==> src/shared/irq_flags_pkg.sv <==
// package: register map, field layout and carriers for the external request flags block
package irq_flags_pkg;

  // ---------------------------------------------------------------
  // register offsets (byte addresses)
  // ---------------------------------------------------------------
  localparam logic [7:0] flags_off      = 8'h00;  // external_request_flags
  localparam logic [7:0] sense_off      = 8'h04;  // request pin sense select
  localparam logic [7:0] port_sense_off = 8'h08;  // port pin sense select
  localparam logic [7:0] port_en_off    = 8'h0c;  // port pin enable
  localparam logic [7:0] int_stat_off   = 8'h10;  // sticky event status
  localparam logic [7:0] int_mask_off   = 8'h14;  // event mask

  // ---------------------------------------------------------------
  // field layout and reset values
  // ---------------------------------------------------------------
  localparam int          num_req       = 6;
  localparam int          num_port      = 16;
  localparam int          group_lo_bit  = 7;
  localparam int          group_hi_bit  = 6;
  localparam logic [7:0]  flags_rst     = 8'h00;
  localparam logic [11:0] sense_rst     = 12'h000;
  localparam logic [15:0] port_rst      = 16'h0000;
  localparam logic [7:0]  int_rst       = 8'h00;
  localparam logic [1:0]  resp_okay     = 2'b00;
  localparam logic [1:0]  resp_slverr   = 2'b10;

  // sense select encodings per request pin
  typedef enum logic [1:0] {
    sense_fall = 2'b00,
    sense_rise = 2'b01,
    sense_low  = 2'b10,
    sense_high = 2'b11
  } sense_mode_t;

  // port pin configuration travelling together
  typedef struct packed {
    logic [15:0] sense;
    logic [15:0] enable;
  } port_cfg_t;

  // one write taken from the bus
  typedef struct packed {
    logic        valid;
    logic [7:0]  addr;
    logic [31:0] data;
    logic [3:0]  strb;
  } reg_write_t;

endpackage

==> src/core/pin_sync.sv <==
// two flip-flop synchroniser for a vector of pin inputs
`timescale 1ns/1ns
module pin_sync #(
  parameter int width = 22
) (
  input  wire logic             aclk,
  input  wire logic             aresetn,
  input  wire logic [width-1:0] pin_in,
  output logic      [width-1:0] pin_out
);

  logic [width-1:0] meta_r;
  logic [width-1:0] meta_nxt;
  logic [width-1:0] stable_r;
  logic [width-1:0] stable_nxt;

  // next values: first stage only feeds the second
  always_comb begin
    meta_nxt   = pin_in;
    stable_nxt = meta_r;
  end

  // register both stages
  always_ff @(posedge aclk) begin
    if (!aresetn) begin
      meta_r   <= '0;
      stable_r <= '0;
    end else begin
      meta_r   <= meta_nxt;
      stable_r <= stable_nxt;
    end
  end

  assign pin_out = stable_r;

endmodule

==> src/core/external_irq_request_flags.sv <==
// external interrupt request flag register with axi4-lite slave and interrupt output
//
// Overview of operation
// an eight-bit request flag register comes out of reset as all zero.
// bit 7 is read-only and shows 1 while any of port pins 0 to 7 requests.
// bit 6 is read-only and shows 1 while any of port pins 8 to 15 requests.
// bits 5 to 0 are read/write and bit n holds the pending state of request pin n.
// in edge mode a flag latches on the chosen edge and is cleared by writing 0 after reading it as 1.
// in level mode a flag follows the pin directly and software writes do not change it.
// each request pin has a two-bit sense select: 00 fall, 01 rise, 10 low, 11 high, upper bit odd.
// each of sixteen port pins has a sense bit choosing low or high level as its request.
// each of sixteen port pins has an enable bit and requests only count while it is 1.
// each group flag is the or of its eight pins after sense and enable gating.
//
// Our own choices: the AXI4-Lite interface to the registers and the register addresses.
`timescale 1ns/1ns
module external_irq_request_flags
  import irq_flags_pkg::*;
#(
  parameter int addr_width = 8
) (
  input  wire logic                  aclk,
  input  wire logic                  aresetn,
  input  wire logic [addr_width-1:0] s_axi_awaddr,
  input  wire logic                  s_axi_awvalid,
  output logic                       s_axi_awready,
  input  wire logic [31:0]           s_axi_wdata,
  input  wire logic [3:0]            s_axi_wstrb,
  input  wire logic                  s_axi_wvalid,
  output logic                       s_axi_wready,
  output logic [1:0]                 s_axi_bresp,
  output logic                       s_axi_bvalid,
  input  wire logic                  s_axi_bready,
  input  wire logic [addr_width-1:0] s_axi_araddr,
  input  wire logic                  s_axi_arvalid,
  output logic                       s_axi_arready,
  output logic [31:0]                s_axi_rdata,
  output logic [1:0]                 s_axi_rresp,
  output logic                       s_axi_rvalid,
  input  wire logic                  s_axi_rready,
  input  wire logic [num_req-1:0]    request_pin,
  input  wire logic [num_port-1:0]   port_interrupt_pins,
  output logic                       irq
);

  // ---------------------------------------------------------------
  // state
  // ---------------------------------------------------------------
  logic [5:0]        req_flag_r, req_flag_nxt;
  logic [11:0]       sense_r, sense_nxt;
  port_cfg_t         port_cfg_r, port_cfg_nxt;
  logic [7:0]        int_stat_r, int_stat_nxt;
  logic [7:0]        int_mask_r, int_mask_nxt;
  logic [5:0]        seen_one_r, seen_one_nxt;
  logic [5:0]        pin_prev_r, pin_prev_nxt;
  logic              aw_held_r, aw_held_nxt;
  logic              w_held_r, w_held_nxt;
  logic [7:0]        aw_addr_r, aw_addr_nxt;
  logic [31:0]       w_data_r, w_data_nxt;
  logic [3:0]        w_strb_r, w_strb_nxt;
  logic              bvalid_r, bvalid_nxt;
  logic [1:0]        bresp_r, bresp_nxt;
  logic              rvalid_r, rvalid_nxt;
  logic [31:0]       rdata_r, rdata_nxt;
  logic [1:0]        rresp_r, rresp_nxt;
  logic [7:0]        flags_prev_r, flags_prev_nxt;

  logic [21:0]       pins_sync;
  logic [5:0]        req_pin_s;
  logic [15:0]       port_pin_s;
  logic [15:0]       port_req;
  logic              group_lo;
  logic              group_hi;
  logic [7:0]        flags_view;
  reg_write_t        wr;
  logic              rd_take;
  logic [15:0]       sense_wide;

  // ---------------------------------------------------------------
  // pin synchronisers
  // ---------------------------------------------------------------
  pin_sync #(
    .width(num_req + num_port)
  ) u_pin_sync (
    .aclk   (aclk),
    .aresetn(aresetn),
    .pin_in ({port_interrupt_pins, request_pin}),
    .pin_out(pins_sync)
  );

  assign req_pin_s  = pins_sync[5:0];
  assign port_pin_s = pins_sync[21:6];

  // sense mode of request pin n, upper bit at the odd position
  function automatic sense_mode_t mode_of(input logic [11:0] s, input int n);
    mode_of = sense_mode_t'({s[2*n+1], s[2*n]});
  endfunction

  // merge a 32-bit write into a narrow register under byte strobes
  function automatic logic [15:0] merge16(input logic [15:0] old, input logic [31:0] d,
                                          input logic [3:0] st);
    merge16 = old;
    if (st[0]) merge16[7:0] = d[7:0];
    if (st[1]) merge16[15:8] = d[15:8];
  endfunction

  // sense select write merged at full width, upper nibble dropped on purpose
  assign sense_wide = merge16({4'h0, sense_r}, wr.data, wr.strb);

  // ---------------------------------------------------------------
  // port pin gating and group flags
  // ---------------------------------------------------------------
  always_comb begin
    port_req = ~(port_pin_s ^ port_cfg_r.sense) & port_cfg_r.enable;
    group_lo = |port_req[7:0];
    group_hi = |port_req[15:8];
  end

  // register read view: group bits are live, low bits stored
  assign flags_view = {group_lo, group_hi, req_flag_r};

  // ---------------------------------------------------------------
  // write channel acceptance, either order
  // ---------------------------------------------------------------
  assign s_axi_awready = !aw_held_r && !bvalid_r;
  assign s_axi_wready  = !w_held_r && !bvalid_r;

  always_comb begin
    aw_held_nxt = aw_held_r;
    w_held_nxt  = w_held_r;
    aw_addr_nxt = aw_addr_r;
    w_data_nxt  = w_data_r;
    w_strb_nxt  = w_strb_r;
    bvalid_nxt  = bvalid_r;
    bresp_nxt   = bresp_r;
    wr          = '0;
    if (s_axi_awvalid && s_axi_awready) begin
      aw_held_nxt = 1'b1;
      aw_addr_nxt = s_axi_awaddr[7:0];
    end
    if (s_axi_wvalid && s_axi_wready) begin
      w_held_nxt = 1'b1;
      w_data_nxt = s_axi_wdata;
      w_strb_nxt = s_axi_wstrb;
    end
    if (aw_held_r && w_held_r) begin
      wr.valid    = 1'b1;
      wr.addr     = aw_addr_r;
      wr.data     = w_data_r;
      wr.strb     = w_strb_r;
      aw_held_nxt = 1'b0;
      w_held_nxt  = 1'b0;
      bvalid_nxt  = 1'b1;
      case (aw_addr_r)
        flags_off, sense_off, port_sense_off, port_en_off, int_stat_off, int_mask_off: begin
          bresp_nxt = resp_okay;
        end
        default: begin
          bresp_nxt = resp_slverr;
        end
      endcase
    end else if (bvalid_r && s_axi_bready) begin
      bvalid_nxt = 1'b0;
    end
  end

  // ---------------------------------------------------------------
  // read channel
  // ---------------------------------------------------------------
  assign s_axi_arready = !rvalid_r;
  assign rd_take       = s_axi_arvalid && s_axi_arready;

  always_comb begin
    rvalid_nxt = rvalid_r;
    rdata_nxt  = rdata_r;
    rresp_nxt  = rresp_r;
    if (rd_take) begin
      rvalid_nxt = 1'b1;
      rresp_nxt  = resp_okay;
      case (s_axi_araddr[7:0])
        flags_off:      rdata_nxt = {24'h000000, flags_view};
        sense_off:      rdata_nxt = {20'h00000, sense_r};
        port_sense_off: rdata_nxt = {16'h0000, port_cfg_r.sense};
        port_en_off:    rdata_nxt = {16'h0000, port_cfg_r.enable};
        int_stat_off:   rdata_nxt = {24'h000000, int_stat_r};
        int_mask_off:   rdata_nxt = {24'h000000, int_mask_r};
        default: begin
          rdata_nxt = 32'h00000000;
          rresp_nxt = resp_slverr;
        end
      endcase
    end else if (rvalid_r && s_axi_rready) begin
      rvalid_nxt = 1'b0;
    end
  end

  // ---------------------------------------------------------------
  // request flags, configuration and interrupt status
  // ---------------------------------------------------------------
  always_comb begin
    sense_nxt    = sense_r;
    port_cfg_nxt = port_cfg_r;
    int_mask_nxt = int_mask_r;
    pin_prev_nxt = req_pin_s;
    req_flag_nxt = req_flag_r;
    seen_one_nxt = seen_one_r;
    // a read of the flag register arms the clear of each flag seen as 1
    if (rd_take && s_axi_araddr[7:0] == flags_off) begin
      seen_one_nxt = seen_one_r | req_flag_r;
    end
    // software clear: only a 0 written to a bit previously read as 1
    if (wr.valid && wr.addr == flags_off && wr.strb[0]) begin
      for (int n = 0; n < num_req; n++) begin
        if (!wr.data[n] && seen_one_r[n]) begin
          req_flag_nxt[n] = 1'b0;
          seen_one_nxt[n] = 1'b0;
        end
      end
    end
    if (wr.valid && wr.addr == sense_off) begin
      sense_nxt = sense_wide[11:0];
    end
    if (wr.valid && wr.addr == port_sense_off) begin
      port_cfg_nxt.sense = merge16(port_cfg_r.sense, wr.data, wr.strb);
    end
    if (wr.valid && wr.addr == port_en_off) begin
      port_cfg_nxt.enable = merge16(port_cfg_r.enable, wr.data, wr.strb);
    end
    if (wr.valid && wr.addr == int_mask_off && wr.strb[0]) begin
      int_mask_nxt = wr.data[7:0];
    end
    // hardware detection applied last so a set beats a same-cycle clear
    for (int n = 0; n < num_req; n++) begin
      case (mode_of(sense_r, n))
        sense_fall: if (pin_prev_r[n] && !req_pin_s[n]) req_flag_nxt[n] = 1'b1;
        sense_rise: if (!pin_prev_r[n] && req_pin_s[n]) req_flag_nxt[n] = 1'b1;
        sense_low:  req_flag_nxt[n] = !req_pin_s[n];
        sense_high: req_flag_nxt[n] = req_pin_s[n];
        default:    req_flag_nxt[n] = req_flag_r[n];
      endcase
      if (req_flag_nxt[n] && !req_flag_r[n]) begin
        seen_one_nxt[n] = 1'b0;  // a fresh set needs a fresh read
      end
    end
  end

  // interrupt status: rising of any flag view bit is an event, write one clears
  always_comb begin
    flags_prev_nxt = flags_view;
    int_stat_nxt   = int_stat_r;
    if (wr.valid && wr.addr == int_stat_off && wr.strb[0]) begin
      int_stat_nxt = int_stat_r & ~wr.data[7:0];
    end
    int_stat_nxt = int_stat_nxt | (flags_view & ~flags_prev_r);
  end

  // ---------------------------------------------------------------
  // registers
  // ---------------------------------------------------------------
  always_ff @(posedge aclk) begin
    if (!aresetn) begin
      req_flag_r   <= flags_rst[5:0];
      flags_prev_r <= flags_rst;
      sense_r      <= sense_rst;
      port_cfg_r   <= '{sense: port_rst, enable: port_rst};
      int_stat_r   <= int_rst;
      int_mask_r   <= int_rst;
      seen_one_r   <= '0;
      pin_prev_r   <= '0;
      aw_held_r    <= 1'b0;
      w_held_r     <= 1'b0;
      aw_addr_r    <= '0;
      w_data_r     <= '0;
      w_strb_r     <= '0;
      bvalid_r     <= 1'b0;
      bresp_r      <= resp_okay;
      rvalid_r     <= 1'b0;
      rdata_r      <= '0;
      rresp_r      <= resp_okay;
    end else begin
      req_flag_r   <= req_flag_nxt;
      flags_prev_r <= flags_prev_nxt;
      sense_r      <= sense_nxt;
      port_cfg_r   <= port_cfg_nxt;
      int_stat_r   <= int_stat_nxt;
      int_mask_r   <= int_mask_nxt;
      seen_one_r   <= seen_one_nxt;
      pin_prev_r   <= pin_prev_nxt;
      aw_held_r    <= aw_held_nxt;
      w_held_r     <= w_held_nxt;
      aw_addr_r    <= aw_addr_nxt;
      w_data_r     <= w_data_nxt;
      w_strb_r     <= w_strb_nxt;
      bvalid_r     <= bvalid_nxt;
      bresp_r      <= bresp_nxt;
      rvalid_r     <= rvalid_nxt;
      rdata_r      <= rdata_nxt;
      rresp_r      <= rresp_nxt;
    end
  end

  // ---------------------------------------------------------------
  // outputs
  // ---------------------------------------------------------------
  assign s_axi_bvalid = bvalid_r;
  assign s_axi_bresp  = bresp_r;
  assign s_axi_rvalid = rvalid_r;
  assign s_axi_rdata  = rdata_r;
  assign s_axi_rresp  = rresp_r;
  assign irq          = |(int_stat_r & int_mask_r);

endmodule

==> config.mk <==
export PLATFORM = sky130hd
export DESIGN_NAME = external_irq_request_flags
export DESIGN_NICKNAME = d
export VERILOG_FILES = /design/src/shared/irq_flags_pkg.sv /design/src/core/pin_sync.sv /design/src/core/external_irq_request_flags.sv
export SDC_FILE = /design/constraint.sdc
export NUM_CORES = 1
export LEC_CHECK = 0
export ABC_AREA = 0
export BUFFER_PORTS_ARGS = -buffer_cell sky130_fd_sc_hd__buf_2
export CORE_MARGIN = 10
export CORE_UTILIZATION = 50
export CTS_BUF_LIST = sky130_fd_sc_hd__clkbuf_4
export DETAILED_ROUTE_END_ITERATION = 6
export MAX_ROUTING_LAYER = met4
export PLACE_DENSITY = 0.8
export SETUP_SLACK_MARGIN = 0.15
export SYNTH_ARGS = -nofsm -noshare
export SYNTH_HDL_FRONTEND = slang
export SYNTH_SLANG_ARGS = --single-unit
==> constraint.sdc <==
create_clock -name aclk -period 1.6 [get_ports aclk]
set_clock_uncertainty 0.15 [all_clocks]
set_input_delay 0.32 -clock aclk [delete_from_list [all_inputs] [get_ports aclk]]
set_output_delay 0.32 -clock aclk [all_outputs]
set_load 0.02 [all_outputs]
Word-level counts from Yosys, hierarchy flattened
Index checks and enable logic that the tools add are counted.
Widths: inputs -> output; s select.
{"block": "op_classes", "mux": 42, "n_reduce_logical": 99, "eq_ne": 33, "bitwise_logic": 11}
{"operator": "$pmux 16 s6", "n": 1}
{"operator": "$eq 8x4->1 const B", "n": 6}
{"operator": "$eq 8x5->1 const B", "n": 6}
{"operator": "$mux 45", "n": 1}
{"operator": "$logic_and 1x1->1", "n": 42}
{"operator": "$logic_not 1->1", "n": 28}
{"operator": "$mux 1", "n": 28}
{"operator": "$and 8x8->8", "n": 3}
{"operator": "$eq 2x2->1 const B", "n": 12}
{"operator": "$eq 8x3->1 const B", "n": 3}
{"operator": "$logic_not 8->1", "n": 3}
{"operator": "$pmux 1 s4", "n": 6}
{"operator": "$reduce_or 8->1", "n": 3}
{"operator": "$mux 6", "n": 3}
{"operator": "$and 16x16->16", "n": 1}
{"operator": "$not 16->16", "n": 1}
{"operator": "$not 8->8", "n": 2}
{"operator": "$xor 16x16->16", "n": 1}
{"operator": "$reduce_or 2->1", "n": 7}
{"operator": "$eq 2x1->1 const B", "n": 6}
{"operator": "$logic_not 2->1", "n": 6}
{"operator": "$reduce_and 2->1", "n": 6}
{"operator": "$reduce_or 6->1", "n": 2}
{"operator": "$mux 8", "n": 1}
{"operator": "other kinds (5)", "n": 7}
{"block": "totals", "ff_bits": 214, "output_inout_bits": 42}

Depth between registers and ports, before layout
Gate-level depths: netlist (run 1).
{"block": "logic_depth", "ltp_word": 10, "ltp_mapped": 6}

Cells and area by module
A second synthesis (run 1) with hierarchy kept.
{"block": "hier_totals", "cells_unflattened": 789, "area_unflattened_um2": 7160.6}
{"mod": "external_irq_request_flags", "instances": 1, "cells_per_inst": 697, "seq_area_each_um2": 2682.6, "area_per_inst_um2": 5929.4}
{"mod": "pin_sync", "instances": 1, "cells_per_inst": 92, "seq_area_each_um2": 880.8, "area_per_inst_um2": 1231.2}

Least setup slack after synthesis (run 1)
Ideal clock, no wire load.
{"block": "synth_timing", "path_type": "register to register", "startpoint": "register bvalid_r (netlist: s_axi_bvalid)", "endpoint": "register w_data_r[10]", "stages_incl_launch_ff": 7, "setup_time_ns": 0.076, "period_less_slack_ns": 1.690, "setup_slack_ns": -0.090, "arrival_ns": 1.465, "required_time_ns": 1.374, "n_path_buf": 2, "cell_sequence": "dfxtp_1 > nor2_1 > and2_1 > buf_2 > buf_2 > nand2_1 > a21boi_0"}
{"block": "synth_between", "elab_chain_len": 3}
{"item": "start, declared", "line": "external_irq_request_flags.sv:61", "source": "logic bvalid_r, bvalid_nxt;"}
{"item": "start signal, assigned", "line": "external_irq_request_flags.sv:294", "source": "bvalid_r <= bvalid_nxt;"}
{"item": "$logic_not 1->1", "line": "external_irq_request_flags.sv:126", "source": "assign s_axi_wready = !w_held_r && !bvalid_r;"}
{"item": "$logic_and 1x1->1", "line": "external_irq_request_flags.sv:126"}
{"item": "named net s_axi_wready", "line": "external_irq_request_flags.sv:30", "source": "output logic s_axi_wready,"}
{"item": "$logic_and 1x1->1", "line": "external_irq_request_flags.sv:141", "source": "if (s_axi_wvalid && s_axi_wready) begin"}
{"item": "end signal, assigned", "line": "external_irq_request_flags.sv:292", "source": "w_data_r <= w_data_nxt;"}
{"item": "end, declared", "line": "external_irq_request_flags.sv:59", "source": "logic [31:0] w_data_r, w_data_nxt;"}
The timed path passes the listed nets, and every way through them passes these cells.
A chain may end at the register's enable or synchronous reset.

Worst setup path in the final report (run 1)
{"block": "layout_timing", "startpoint": "register int_stat_r[6]", "endpoint": "output port irq"}
{"block": "layout_between", "elab_chain_len": 2}
{"item": "start, declared", "line": "external_irq_request_flags.sv:52", "source": "logic [7:0] int_stat_r, int_stat_nxt;"}
{"item": "start signal, assigned", "line": "external_irq_request_flags.sv:266", "source": "int_stat_r <= int_rst;"}
{"item": "start signal, assigned", "line": "external_irq_request_flags.sv:285", "source": "int_stat_r <= int_stat_nxt;"}
{"item": "$and 8x8->8", "line": "external_irq_request_flags.sv:310", "source": "assign irq = |(int_stat_r & int_mask_r);"}
{"item": "$reduce_or 8->1", "line": "external_irq_request_flags.sv:310"}
{"item": "end, declared", "line": "external_irq_request_flags.sv:43", "source": "output logic irq"}
No other way between the ends.

==> summary.txt, run 1 <==
crit path capture type - output pin
RSZ-0062 raised after global routing - true
die footprint - 20400 µm²
clk sinks - 178
Clock transition at path regs - 0.15 ns
Fmax - 518 MHz
pwr/cell area - 825 nW/µm²
CTS tree - done
CTS buffer count - 17
Die Wd - 143 µm
global-route wire length before repair - 34600 µm
WL/cell - 20.6 µm
clock share of power - 31.8%
Slew @ Worst Pin - 0.523 ns
hold crit path type - input port to flop
final WL - 24700 µm
via count - 6932
Placed Cells - 1076
syn avg cell area - 9.36 µm²
Worst setup SP type - flop
DP HPWL - 13500 µm
post-route antenna net violation count - 0
post-synthesis mux area share - 8.78%
CORE AREA - 14600 µm²
sw frac - 26.1%
Leak - 4.45 nW
part of the cycle the worst path needs - 121%
clk root buf - clkbuf_4
I/O pin total - 123
failing checks - negative setup slack
Placer Congestion - 0.902
Final Setup Violations - 95
Design Power - 8.68 mW
DIE HEIGHT - 143 µm
post-synthesis sequential area ratio - 47.3%
GRT Total Usage - 22.1%
layout cells sized above 1 - 36.7%
Initial Util - 51.4%
#FFs+latches synth - 178
post-synthesis cell count - 804
Final min period - 1.93 ns
vias in the first global route - 6642
Sw Pwr - 2.26 mW
Final Non-Filler Cells - 1201
DRC viols - 0
Fin. Hold Viols - 0
flop-to-flop setup slack - -0.24 ns
CP required - 1.13 ns
xor and xnor fraction of the mapped netlist area - 2.56%
initial antenna violation count - 3
Seq pwr share - 53.9%
compound-cell area share of the yosys netlist - 14.3%
Synth Flop Type - dfxtp_1
TritonRoute pass-1 iters - 6
Yosys warning total - 0
synthesized area - 7530 µm²
area grow syn2layout - 39.8%
CTS Buffer Depth - 2
CP arrival - 1.46 ns
nets@finish - 1084
FP Rows - 44
H-tree depth - 4
slew margin rel. - 65.1%
simple-gate area share of the yosys netlist - 22.1%
clock latency on the worst-skew pair - 0.58 ns
Async SR Flop Fraction - 0%
Max Cap Violations - 0
max-slew violation count - 0
Unique masters post-synth - 51
type of the worst setup path - flop to output pin
Post-Synth Adder-Cell Area - 0%
# port buffers - 86
status - complete, but fails checks
vias per cell - 5.77
worst setup margin - -0.332 ns
worst vdd ir - 653 µV
GRT Residual Overflow - 0
CP Max Fanout - 2
Post-synth EDFFs - 0
DRT iter0 DRCs - 613
largest net degree at the start of global routing - 54
combinational share of power - 14.4%
Power Internal - 6.42 mW
largest family of logic cells by synthesized area - simple AND/OR/NAND/NOR gates
routing by layer:
layer | share of wire (%) | up-vias | track usage, %
li1 | - | 3155 | -
met1 | 37 | 3278 | 24.3
met2 | 51 | 391 | 38.1
met3 | 6.5 | 108 | 4.54
met4 | 5.1 | 0 | 9.45
met5 | 0 | - | -
worst max-delay path: stages, from the launching register on:
cell and delay (ns):
dfxtp_2 0.37, a22oi_2 0.17, nand4_1 0.16, buf_6 0.17
sequential cells by signal (all words and copies together), names as in the netlist, 2 cells and up:
name / cells
sense_r: 12
u_pin_sync.pin_out: 22
port_cfg_r: 32
w_data_r: 16
pin_prev_r: 6
aw_addr_r: 8
int_mask_r: 8
u_pin_sync.meta_r: 22
req_flag_r: 6
w_strb_r: 2
flags_prev_r: 8
seen_one_r: 6
s_axi_rdata: 16
int_stat_r: 8
timing repair:
action	in CTS	in global routing
buffers inserted	21	12
hold buffers	54	0
endpoints found under the hold margin	52	0
setup endpoints to repair	99	140
pin swaps	59	59
gates cloned	2	3
resized for setup	202	69
synth_stat cells (all sizes together), types with 6 or more instances:
library cell	number	area share [%]
a31oi	12	1.0
inv	7	0.35
clkbuf	29	1.4
a22oi	12	1.2
a21boi	31	3.1
o211a	8	1.1
nand4	7	0.66
and2	64	5.3
mux4	6	1.8
dfxtp	178	47
a211o	6	0.70
nor2b	35	2.9
o21ai	33	2.2
mux2i	48	6.4
a311oi	6	1.0
nor2	28	1.4
a2bb2oi	12	1.4
xnor2	16	1.9
nand2	131	6.5
a21oi	8	0.53
buf	36	3.1
xor2	6	0.70
nand3	39	2.7
power by group through the flow:
stage	logic (mW)	clock network, mW	registers (mW)
floorplan	0.489	0	4.74
global placement	0.734	0	4.75
detailed placement	0.744	0	4.76
CTS	1.04	2.77	4.66
global route	1.31	2.98	4.69
finish	1.25	2.76	4.67
path summary, 6_finish.rpt:
path	from	end	cells past startpoint
setup / recovery	int_stat_r[6]$_SDFF_PN0_	irq	3
hold / removal	s_axi_araddr[6]	s_axi_rdata[11]$_SDFFE_PN0P_	5
setup reg to reg	w_held_r$_SDFFE_PP0P_	req_flag_r[4]$_SDFF_PN0_	5
hold reg to reg	u_pin_sync.meta_r[5]$_SDFF_PN0_	u_pin_sync.pin_out[5]$_SDFF_PN0_	1
cell usage in the layout, fill, tap and decap left out, types with 7 or more instances in the layout:
cell type	count
dfxtp_1	140
nand2_1	104
buf_2	61
and2_1	60
dlygate4sd3_1	54
buf_4	50
mux2i_1	48
buf_6	45
dfxtp_2	34
nor2b_1	33
nor2_1	22
nand3_1	21
clkbuf_4	19
conb_1	18
xnor2_1	15
nand2_2	14
nand3_2	14
o21ai_1	14
nand2_4	13
o21ai_0	11
a21boi_2	11
a21boi_1	11
buf_12	11
a21boi_0	9
a2bb2oi_1	9
o211a_1	8
o21ai_2	8
a22oi_1	7
a31oi_1	7
cells by family (layout without fill, tap and decap cells):
family | Yosys count | in the layout
and+or+nand+nor | 327 | 328
buffers and inverters | 72 | 264
other | 1 | 21
muxes | 58 | 58
xor gates and xnor gates | 22 | 22
AOI/OAI and AO/OA | 146 | 146
DFF | 178 | 178
cell type report:
class / count / area [µm²]
multi-input combinational: 572 / 4260
fill: 936 / 4120
sequential: 178 / 3620
timing repair buffer: 227 / 2070
tap: 184 / 230
clock inverter: 11 / 164
clock buffer: 19 / 143
inverter: 7 / 26.3
antenna: 3 / 7.51
through the flow:
stage | utilization (%) | worst slack, ns | TNS, ns | instance area, µm² | hold slack (ns)
2_1_floorplan | - | 0.0648 | 0 | 7720 | 0.262
3_3_place_gp | 57.8 | -0.144 | -2.35 | 8460 | 0.265
3_5_place_dp | 57.8 | -0.267 | -3.76 | 8460 | 0.268
4_1_cts | 68.8 | -0.332 | -1.14 | 10100 | 0.0721
5_1_grt | 71.8 | -0.403 | -9.79 | 10500 | 0.0891
6_report | 71.8 | -0.332 | -7.17 | 10500 | 0.147
(Power assumes the default switching activity.)
==> run 2, diff against run 1 <==
--- a/config.mk
+++ b/config.mk
@@ -12,7 +12,7 @@
 export CTS_BUF_LIST = sky130_fd_sc_hd__clkbuf_4
 export DETAILED_ROUTE_END_ITERATION = 6
 export MAX_ROUTING_LAYER = met4
-export PLACE_DENSITY = 0.8
+export PLACE_DENSITY = 0.77
 export SETUP_SLACK_MARGIN = 0.15
 export SYNTH_ARGS = -nofsm -noshare
 export SYNTH_HDL_FRONTEND = slang
==> constraint.sdc (replaced) <==
create_clock -name aclk -period 2.4 [get_ports aclk]
set_clock_uncertainty 0.15 [all_clocks]
set_input_delay 0.48 -clock aclk [delete_from_list [all_inputs] [get_ports aclk]]
set_output_delay 0.48 -clock aclk [all_outputs]
set_load 0.02 [all_outputs]
==> summary.txt, run 2 (synthesis results as in run 1) <==
DIE HEIGHT - 143 µm (unchanged)
initial antenna violation count - 1 (-2)
vias in the first global route - 5612 (-16%)
Clock transition at path regs - 0.13 ns (-0.02 ns)
vias per cell - 5.30 (-8.1%)
Biggest register - port_cfg_r
post-place setup slack - 0.348 ns (+0.615 ns)
via count - 5993 (-14%)
Design Power - 5.45 mW (-37%)
pwr/cell area - 612 nW/µm² (-26%)
DP HPWL - 12500 µm (-7.0%)
I/O pin total - 123 (unchanged)
crit path capture type - output pin
CORE AREA - 14600 µm² (unchanged)
DRC viols - 0 (unchanged)
post-route antenna net violation count - 0 (unchanged)
Worst setup SP type - flop
setup TNS - 0 ns (+7.17 ns)
sw frac - 25.0% (-1.0 points)
global-route wire length before repair - 28900 µm (-16%)
Fin. Hold Viols - 0 (unchanged)
CP Max Fanout - 3 (+1)
status - finished, final reports clean
clk root buf - clkbuf_4
CTS-repair resized insts - 0 (-100%)
Max Cap Violations - 0 (unchanged)
FP Rows - 44 (unchanged)
GRT Total Usage - 18.2% (-3.9 points)
hold path depth - 3 (-2)
slew margin rel. - 50.4% (-15 points)
largest net degree at the start of global routing - 69 (+28%)
WL/cell - 15.9 µm (-23%)
H-tree depth - 4 (unchanged)
final WL - 17900 µm (-27%)
CTS tree - done
post-cts hold buffer count - 49 (-9.3%)
worst vdd ir - 342 µV (-48%)
combinational share of power - 9.0% (-5.4 points)
Initial Util - 51.4% (unchanged)
type of the worst setup path - flop to output pin
Final min period - 2.11 ns
Setup Buffers After CTS - 0 (-100%)
CP arrival - 1.48 ns (+0.02 ns)
Placer Congestion - 0.849 (-5.9%)
cells on worst reg2reg path - 3 (-2)
CTS Buffer Depth - 2 (unchanged)
Final Setup Violations - 0 (-100%)
Sw Pwr - 1.36 mW (-40%)
clock share of power - 33.8% (+2.0 points)
# port buffers - 86 (unchanged)
Fmax - 473 MHz
Die Wd - 143 µm (unchanged)
Slew @ Worst Pin - 0.742 ns (+0.219 ns)
Seq pwr share - 57.2% (+3.3 points)
hold crit path type - input port to flop
max-slew violation count - 0 (unchanged)
CP required - 1.77 ns (+0.64 ns)
Hold Path Sink - w_data_r[0]$_SDFFE_PN0P_
Reg-to-Reg Start - aw_addr_r[7]$_SDFFE_PN0P_
Hold Crit Start - s_axi_wdata[0]
GRT Residual Overflow - 0 (unchanged)
area grow syn2layout - 18.3%
flop-to-flop setup slack - 0.47 ns (+0.71 ns)
clock latency on the worst-skew pair - 0.58 ns (about the same)
commonest non-fill, non-tap cell in the layout - dfxtp_1
die footprint - 20400 µm² (unchanged)
worst r2r dst - port_cfg_r[0]$_SDFFE_PN0P_
nets@finish - 1013 (-6.5%)
clk sinks - 178 (unchanged)
Leak - 3.83 nW (-14%)
RSZ-0062 raised after global routing - false
part of the cycle the worst path needs - 88.1%
CTS buffer count - 17 (unchanged)
most frequent cells in the layout - 178 x dfxtp_1, 131 x nand2_1, 85 x buf_2
DRT iter0 DRCs - 462 (-25%)
Power Internal - 4.08 mW (-36%)
Hold WS - 0.0299 ns (-0.117 ns)
worst setup margin - 0.286 ns (+0.617 ns)
TritonRoute pass-1 iters - 5 (-1)
max reg flops - 32 (unchanged)
layout cells sized above 1 - 17.7% (-19 points)
## run 2: worst max path at each step
stage | start | slack (ns) | end
after floorplan | s_axi_araddr[2] | 0.69 | s_axi_rdata[2]$_SDFFE_PN0P_
after global placement | s_axi_araddr[2] | 0.36 | s_axi_rdata[5]$_SDFFE_PN0P_
after detailed placement | s_axi_araddr[2] | 0.35 | s_axi_rdata[5]$_SDFFE_PN0P_
after CTS | int_stat_r[6]$_SDFF_PN0_ | 0.27 | irq
after global routing | int_stat_r[6]$_SDFF_PN0_ | 0.22 | irq
final | int_stat_r[6]$_SDFF_PN0_ | 0.29 | irq
## run 2: power groups by stage
stage | Sequential [mW] | Clock, mW | Combinational [mW]
after floorplan | 3.16 | 0 | 0.311
after global placement | 3.17 | 0 | 0.419
after detailed placement | 3.18 | 0 | 0.425
after CTS | 3.11 | 1.88 | 0.489
after global routing | 3.12 | 2.00 | 0.544
final | 3.11 | 1.84 | 0.492
## run 2: critical path: stages (launching register included)
cell and delay [ns]:
dfxtp_1 0.37, a22oi_1 0.20, nand4_1 0.15, buf_2 0.19
## run 2: stage by stage
step,utilization (%),std cells,area [µm²]
final,60.8,1130,8900
after global routing,60.8,1130,8900
after global placement,55.3,1048,8090
after CTS,60.8,1129,8900
after detailed placement,55.3,1048,8090
after floorplan,-,821,7590
## run 2: cell type report
cell class | count | area (µm²)
Fill cell | 1261 | 5740
Multi-Input combinational cell | 571 | 3660
Sequential cell | 178 | 3560
Timing Repair Buffer | 157 | 1100
Tap cell | 184 | 230
Clock inverter | 15 | 190
Clock buffer | 17 | 128
Inverter | 7 | 26.3
Antenna cell | 1 | 2.50
## run 2: metal layers
layer	up-vias	GRT usage, %	wire length, µm
met2	158	27.3	7860
met3	22	3.58	1090
met4	0	6.24	221
met1	2802	23.9	8740
li1	3011	-	-
met5	-	-	0
